===== src/rtl/ueh_pkg.sv =====
/*
 * Package for the endpoint handshake status block: register offsets,
 * status bit positions, reset values and the event structs exchanged
 * with the serial engine.
 * Assumes a 32-bit APB slave and a fixed count of endpoints.
 */
package ueh_pkg;
    // ==========================================================
    // Sizes
    localparam int unsigned NUM_EP = 6;
    localparam int unsigned EP_W = 3;

    // ==========================================================
    // Register map (byte addresses)
    // Status registers, one word per endpoint from this base
    localparam logic [11:0] OFS_EP_STATUS = 12'h000;
    // Per-endpoint type bits: bit 0 control, bit 1 isochronous
    localparam logic [11:0] OFS_EP_TYPE = 12'h040;
    localparam logic [11:0] OFS_IRQ_STATUS = 12'h080;
    localparam logic [11:0] OFS_IRQ_MASK = 12'h084;
    localparam logic [11:0] OFS_EP_END = 12'h018;

    // ==========================================================
    // Status and type bit positions
    localparam int unsigned BIT_OUT_B1 = 6;
    localparam int unsigned BIT_STALL_RQ = 5;
    localparam int unsigned BIT_IN_RDY = 4;
    localparam int unsigned BIT_STALL_SENT = 3;
    localparam int unsigned BIT_SETUP = 2;
    localparam int unsigned TYPE_CTRL = 0;
    localparam int unsigned TYPE_ISO = 1;

    // ==========================================================
    // Reset values
    localparam logic [7:0] RST_EP_STATUS = 8'h00;
    localparam logic [1:0] RST_EP_TYPE = 2'h0;
    localparam logic [5:0] RST_IRQ = 6'h00;

    // Events and queries from the serial engine, one endpoint at a time
    typedef struct packed {
        logic out_b1_stored;
        logic setup_valid;
        logic in_acked;
        logic stall_sent;
        logic [2:0] ep;
    } ueh_sie_evt_s;

    // Handshake decision returned for the queried endpoint
    typedef struct packed {
        logic reject_out_b1;
        logic send_stall;
        logic in_ready;
        logic send_zlp;
    } ueh_hs_s;
endpackage


===== src/rtl/ueh_status.sv =====
/*
 * Endpoint handshake status registers with APB access and interrupt.
 * Holds per-endpoint bank-1 OUT, stall request, IN ready, stall sent
 * and SETUP flags; answers the serial engine's handshake queries.
 * Assumes the serial engine runs on pclk and sends one-cycle events.
 */
// Our own choices: the register offsets and register access over APB.
`timescale 1ns/1ps
module ueh_status (
    input wire logic pclk,
    input wire logic presetn,
    input wire logic psel,
    input wire logic penable,
    input wire logic pwrite,
    input wire logic [11:0] paddr,
    input wire logic [31:0] pwdata,
    input wire logic [3:0] pstrb,
    output logic [31:0] prdata,
    output logic pready,
    output logic pslverr,
    input wire ueh_pkg::ueh_sie_evt_s sie_evt,
    input wire logic [2:0] query_ep,
    input wire logic fifo_empty,
    output ueh_pkg::ueh_hs_s hs,
    output logic irq
);
    // ==========================================================
    // Storage
    logic [7:0] ep_status_ff [ueh_pkg::NUM_EP];
    logic [1:0] ep_type_ff [ueh_pkg::NUM_EP];
    logic [5:0] irq_status_ff;
    logic [5:0] irq_mask_ff;
    logic [31:0] prdata_ff;
    logic wr_en;
    logic rd_en;
    logic ep_sel;
    logic [2:0] ep_idx;
    logic [5:0] evt_ep_hot;

    // Word index of a status or type address, when in range
    function automatic logic [2:0] ep_of(input logic [11:0] a, input logic [11:0] base);
        logic [11:0] d;
        d = a - base;
        return d[4:2];
    endfunction

    function automatic logic in_ep_range(input logic [11:0] a, input logic [11:0] base);
        return (a >= base) && (a < base + ueh_pkg::OFS_EP_END) && (a[1:0] == 2'b00);
    endfunction

    // ==========================================================
    // APB decode; zero wait states, unmapped reads zero with error
    assign wr_en = psel && penable && pwrite;
    assign rd_en = psel && !penable && !pwrite;
    assign pready = 1'b1;
    assign ep_sel = in_ep_range(paddr, ueh_pkg::OFS_EP_STATUS);
    assign ep_idx = ep_sel ? ep_of(paddr, ueh_pkg::OFS_EP_STATUS)
                           : ep_of(paddr, ueh_pkg::OFS_EP_TYPE);

    // Error for addresses outside the map
    always_comb begin
        pslverr = 1'b0;
        if (psel && penable && !ep_sel && !in_ep_range(paddr, ueh_pkg::OFS_EP_TYPE) &&
            paddr != ueh_pkg::OFS_IRQ_STATUS && paddr != ueh_pkg::OFS_IRQ_MASK) begin
            pslverr = 1'b1;
        end
    end

    // Read data latched in setup so it is steady through access
    always_ff @(posedge pclk or negedge presetn) begin
        if (!presetn) begin
            prdata_ff <= 32'h0000_0000;
        end else if (rd_en) begin
            prdata_ff <= 32'h0000_0000;
            if (ep_sel) begin
                prdata_ff <= {24'h00_0000, ep_status_ff[ep_idx]};
            end else if (in_ep_range(paddr, ueh_pkg::OFS_EP_TYPE)) begin
                prdata_ff <= {30'h0000_0000, ep_type_ff[ep_idx]};
            end else if (paddr == ueh_pkg::OFS_IRQ_STATUS) begin
                prdata_ff <= {26'h000_0000, irq_status_ff};
            end else if (paddr == ueh_pkg::OFS_IRQ_MASK) begin
                prdata_ff <= {26'h000_0000, irq_mask_ff};
            end
        end
    end
    assign prdata = prdata_ff;

    // ==========================================================
    // Status bits, one copy per endpoint
    // Hardware set wins over a firmware clear in the same cycle.
    always_ff @(posedge pclk or negedge presetn) begin
        if (!presetn) begin
            for (int i = 0; i < ueh_pkg::NUM_EP; i++) begin
                ep_status_ff[i] <= ueh_pkg::RST_EP_STATUS;
                ep_type_ff[i] <= ueh_pkg::RST_EP_TYPE;
            end
        end else begin
            for (int i = 0; i < ueh_pkg::NUM_EP; i++) begin
                logic [7:0] nxt_st;
                logic hit;
                nxt_st = ep_status_ff[i];
                hit = (sie_evt.ep == i[2:0]);
                // Firmware write of the low byte; loads bank-one flag from pwdata like the rest
                if (wr_en && ep_sel && pstrb[0] && ep_idx == i[2:0]) begin
                    nxt_st = pwdata[7:0];
                end
                if (wr_en && !ep_sel && pstrb[0] && ep_idx == i[2:0] &&
                    in_ep_range(paddr, ueh_pkg::OFS_EP_TYPE)) begin
                    ep_type_ff[i] <= pwdata[1:0];
                end
                if (hit) begin
                    if (sie_evt.out_b1_stored) begin
                        nxt_st[ueh_pkg::BIT_OUT_B1] = 1'b1;
                    end
                    if (sie_evt.in_acked) begin
                        nxt_st[ueh_pkg::BIT_IN_RDY] = 1'b0;
                    end
                    if (sie_evt.stall_sent && !ep_type_ff[i][ueh_pkg::TYPE_ISO]) begin
                        nxt_st[ueh_pkg::BIT_STALL_SENT] = 1'b1;
                    end
                    // SETUP clears others, drops stall request
                    if (sie_evt.setup_valid && ep_type_ff[i][ueh_pkg::TYPE_CTRL]) begin
                        nxt_st = ueh_pkg::RST_EP_STATUS;
                        nxt_st[ueh_pkg::BIT_SETUP] = 1'b1;
                    end
                end
                ep_status_ff[i] <= nxt_st;
            end
        end
    end

    // ==========================================================
    // Handshake answers for the endpoint the engine is serving
    always_comb begin
        logic [7:0] st;
        st = ep_status_ff[query_ep];
        hs.reject_out_b1 = st[ueh_pkg::BIT_OUT_B1] && !ep_type_ff[query_ep][ueh_pkg::TYPE_ISO];
        hs.send_stall = st[ueh_pkg::BIT_STALL_RQ];
        hs.in_ready = st[ueh_pkg::BIT_IN_RDY];
        hs.send_zlp = st[ueh_pkg::BIT_IN_RDY] && fifo_empty;
    end

    // ==========================================================
    // Interrupt: sticky per endpoint, write one to clear, masked
    always_comb begin
        evt_ep_hot = '0;
        for (int i = 0; i < ueh_pkg::NUM_EP; i++) begin
            // Stall sent is ignored on isochronous endpoints, so it raises nothing there
            if (sie_evt.ep == i[2:0] &&
                (sie_evt.out_b1_stored ||
                 (sie_evt.stall_sent && !ep_type_ff[i][ueh_pkg::TYPE_ISO]) ||
                 (sie_evt.setup_valid && ep_type_ff[i][ueh_pkg::TYPE_CTRL]))) begin
                evt_ep_hot[i] = 1'b1;
            end
        end
    end

    always_ff @(posedge pclk or negedge presetn) begin
        if (!presetn) begin
            irq_status_ff <= ueh_pkg::RST_IRQ;
        end else begin
            logic [5:0] clr;
            clr = (wr_en && pstrb[0] && paddr == ueh_pkg::OFS_IRQ_STATUS) ? pwdata[5:0] : 6'h00;
            irq_status_ff <= (irq_status_ff & ~clr) | evt_ep_hot;
        end
    end

    always_ff @(posedge pclk or negedge presetn) begin
        if (!presetn) begin
            irq_mask_ff <= ueh_pkg::RST_IRQ;
        end else if (wr_en && pstrb[0] && paddr == ueh_pkg::OFS_IRQ_MASK) begin
            irq_mask_ff <= pwdata[5:0];
        end
    end

    assign irq = |(irq_status_ff & irq_mask_ff);
endmodule


===== config.mk =====
export PLATFORM = sky130hd
export DESIGN_NAME = ueh_status
export DESIGN_NICKNAME = d
export VERILOG_FILES = /design/src/rtl/ueh_pkg.sv /design/src/rtl/ueh_status.sv
export SDC_FILE = /design/constraint.sdc
export NUM_CORES = 1
export LEC_CHECK = 0
export ABC_AREA = 1
export BUFFER_PORTS_ARGS = -buffer_cell sky130_fd_sc_hd__clkbuf_2
export CAP_MARGIN = 10
export CORE_MARGIN = 2
export CORE_UTILIZATION = 55
export CTS_BUF_LIST = sky130_fd_sc_hd__clkbuf_16
export CTS_CLUSTER_SIZE = 8
export DETAILED_ROUTE_END_ITERATION = 10
export PLACE_DENSITY = 0.81
export RECOVER_POWER = 50
export SLEW_MARGIN = 30
export SYNTH_ARGS = -nofsm -noshare
export SYNTH_HDL_FRONTEND = slang
export SYNTH_SLANG_ARGS = --single-unit

===== constraint.sdc =====
create_clock -name pclk -period 1.5 [get_ports pclk]
set_clock_uncertainty 0.05 [all_clocks]
set_input_delay 0.075 -clock pclk [delete_from_list [all_inputs] [get_ports pclk]]
set_output_delay 0.075 -clock pclk [all_outputs]
set_load 0.01 [all_outputs]

==> out/metrics.yaml <==
outcome: "complete, no violations"
numCtsBuffers: 9
netlist-cell-type-count: 33
worstPathRequired_ps: 1370
clock_tree.htree_level_count: 3
worst_setup_hold_path_clk_slew_ps: 60
die_outline_area_um2: 9217
initial_utilization_pct: 56.66
final-max-slew-violation-count: 0
die_x_um: 96.01
synthSimpleGateAreaFrac_pct: 27.06
syn_area_per_cell_um2: 7.297
ys_seq_elements: 80
grt_util_all_layers_pct: 33.77
dpl-instance-area_um2: 5264
synth-compound-area-share_pct: 17.41
antenna_left: 0
wl_per_cell_um: 16.96
hpwl_um: 10700
synth-edff-count: 0
synth_top_family_by_area: "simple AND/OR/NAND/NOR gates"
yosys_warnings: 0
core_ar_um2: 8217
switching_share_pct: 27.76
power.internal_mw: 3.498
maximum_number_of_pins_on_one_net_before_global_route_repair: 81
layout-area-overhead-vs-synth_pct: 19.83
timing.max_slew.rel_slack_pct: 32.10
final_common_cell: "sky130_fd_sc_hd__nand2_1"
setup.worst_path.end_class: "primary output"
hold_depth: 3
gp_weighted_congestion: 0.9548
finalHoldViolations: 0
num_io_pins: 103
detailedRoute.firstIterationViolations: 447
synthesis.instances: 638
rsz0062_at_grt: "true"
grt_pass1_vias: 4514
post_synthesis_mux_area_share_pct: 0
grt_antenna_before_repair: 0
finalSetupViolCount: 0
num_vias: 4893
criticalPathCategory: "flip-flop to primary output"
grt_pass1_wl_um: 23030
nNetsFinal: 796
count_of_antenna_diodes_in_the_layout: 0
worstMarginPinSlew_ps: 1018
final.setup.worst_slack_ps: 17.91
power.share.sequential_pct: 45.7
cp-start-kind: "flip-flop"
post-route-drc-count: 0
std_cell_rows: 33
clkSinkCount: 80
highest_net_fanout_along_the_worst_path: 2
min-delay-path-class: "primary input to flip-flop"
worst_setup_slack_post_dpl_ps: -89.35
firstDrtPassIters: 5
rrSetupSlack_ps: 140
ys.flop_type: "sky130_fd_sc_hd__dfrtp_1"
max_freq_mhz: 674.7
post-route-period-util_pct: 98.81
drt-vias-per-instance: 5.811
ff2ff_path_depth: 6
routed_wirelength_um: 14280
synthAdderAreaFrac_pct: 0
share_of_cells_above_drive_strength_1_pct: 19.54
numPortBuffers: 50
max_capacitance_violation_count: 0
irDropWorstVdd_v: 0.0005306
comb_power_share_pct: 10.9
cts_buffer_depth: 2
grt.overflow.total: 0
min_period_ps: 1482
synth_async_sr_flop_share_pct: 100.0
clockRootBuffer: "sky130_fd_sc_hd__clkbuf_16"
static_leakage_nw: 2.988
final_cell_mix: "sky130_fd_sc_hd__nand2_1 (180), sky130_fd_sc_hd__dfrtp_1 (80), sky130_fd_sc_hd__inv_1 (70)"
clock_power_share_pct: 43.4
power.switching_mw: 1.344
yosysSeqAreaShare_pct: 43.00
die_ht_um: 96.01
final_area_um2: 5579
synth_xor_xnor_area_share_pct: 0
synthesis.area_um2: 4656
cp.arrival_ps: 1360
power-per-cell-area_nw_per_um2: 867.8
worstSkewPairLatency_ps: 340
tritoncts: "built"
routing by layer:
metal / GRT usage (%) / wire, µm / part of all wire (%) / vias to the layer above
met4: 15.24 / 485 / 3.4 / 0
li1: - / - / - / 2231
met1: 46.09 / 5986 / 42 / 2320
met2: 52.37 / 6508 / 46 / 290
met5: 0 / 0 / 0 / -
met3: 6.343 / 1303 / 9.1 / 52
critical path: stages, from the launching register on:
cell and delay, ps:
sky130_fd_sc_hd__dfrtp_1 340, sky130_fd_sc_hd__inv_1 60, sky130_fd_sc_hd__a21oi_1 120, sky130_fd_sc_hd__o21ai_1 100, sky130_fd_sc_hd__nand2_1 90, sky130_fd_sc_hd__nand2_2 70
sky130_fd_sc_hd__a21boi_2 110, sky130_fd_sc_hd__buf_2 140
repair_timing:
item,4_1_cts,5_1_grt
resized for setup,5,14
endpoints found under the hold margin,83,0
setup endpoints to repair,2,5
buffers inserted,1,1
pin swaps,2,4
hold buffers,2,0
cell families after synthesis:
logic type	count (synthesis)
other	2
DFF	80
AOI/OAI and AO/OA	151
buffers and inverters	120
and+or+nand+nor	285
cell type report:
class | count | area (µm²)
well taps | 105 | 131.4
clock inverters | 7 | 52.55
multi-input cells | 461 | 2186
repair buffers | 98 | 674.4
fillers | 703 | 2638
inverters | 82 | 307.8
clock buffers | 9 | 225.2
flip-flops and latches | 80 | 2002
Yosys cell counts (2+ instances only):
library cell / count / area, µm²
sky130_fd_sc_hd__a21oi_1: 42 / 210.2
sky130_fd_sc_hd__a22oi_1: 4 / 30.03
sky130_fd_sc_hd__a31oi_1: 3 / 18.77
sky130_fd_sc_hd__buf_4: 31 / 232.7
sky130_fd_sc_hd__clkbuf_1: 5 / 18.77
sky130_fd_sc_hd__conb_1: 2 / 7.510
sky130_fd_sc_hd__dfrtp_1: 80 / 2002
sky130_fd_sc_hd__inv_1: 76 / 285.3
sky130_fd_sc_hd__inv_2: 6 / 22.52
sky130_fd_sc_hd__nand2_1: 182 / 683.2
sky130_fd_sc_hd__nand2_2: 3 / 18.77
sky130_fd_sc_hd__nand3_1: 37 / 185.2
sky130_fd_sc_hd__nand4_1: 9 / 56.30
sky130_fd_sc_hd__nand4_2: 3 / 37.54
sky130_fd_sc_hd__nor2_1: 32 / 120.1
sky130_fd_sc_hd__nor2_2: 4 / 25.02
sky130_fd_sc_hd__nor2_4: 4 / 45.04
sky130_fd_sc_hd__nor3_1: 7 / 35.03
sky130_fd_sc_hd__o211ai_1: 4 / 30.03
sky130_fd_sc_hd__o21ai_0: 67 / 335.3
sky130_fd_sc_hd__o21ai_1: 14 / 70.07
sky130_fd_sc_hd__o22ai_1: 12 / 75.07
power by group through the flow:
| stage | Clock (mW) | Combinational, mW | Sequential [mW] |
|---|---|---|---|
| floorplan | 0 | 0.285 | 2.25 |
| global placement | 0 | 0.500 | 2.25 |
| detailed placement | 0 | 0.513 | 2.25 |
| CTS | 2.10 | 0.524 | 2.21 |
| global route | 2.20 | 0.585 | 2.21 |
| finish | 2.10 | 0.528 | 2.21 |
flip-flops by register name, indices dropped and copies added (netlist names):
name           flops
irq_mask_ff        6
prdata             8
ep_type_ff        12
ep_status_ff      48
irq_status_ff      6
through the flow:
step	TNS [ps]	instances	total power, mW	hold slack, ps	util, %
floorplan	0	661	2.531	-270.6	-
global placement	-6.686	822	2.750	81.69	64.06
detailed placement	-596.8	822	2.764	91.08	64.06
CTS	-8.641	841	4.836	7.174	67.87
global route	-148.7	842	5.002	21.03	67.90
finish	0	842	4.842	5.010	67.90
final timing paths:
| check | endpoint | startpoint |
|---|---|---|
| min in group asynchronous | ep_status_ff[41] | presetn |
| worst max register to register | ep_status_ff[42] | ep_type_ff[10] |
| max in group asynchronous | prdata[1] | presetn |
| worst min register to register | prdata[6] | prdata[6] |
| worst max-delay path | hs[0] | ep_status_ff[28] |
| worst min-delay path | irq_mask_ff[3] | pwdata[3] |
Power figures use the tool's default switching activity.
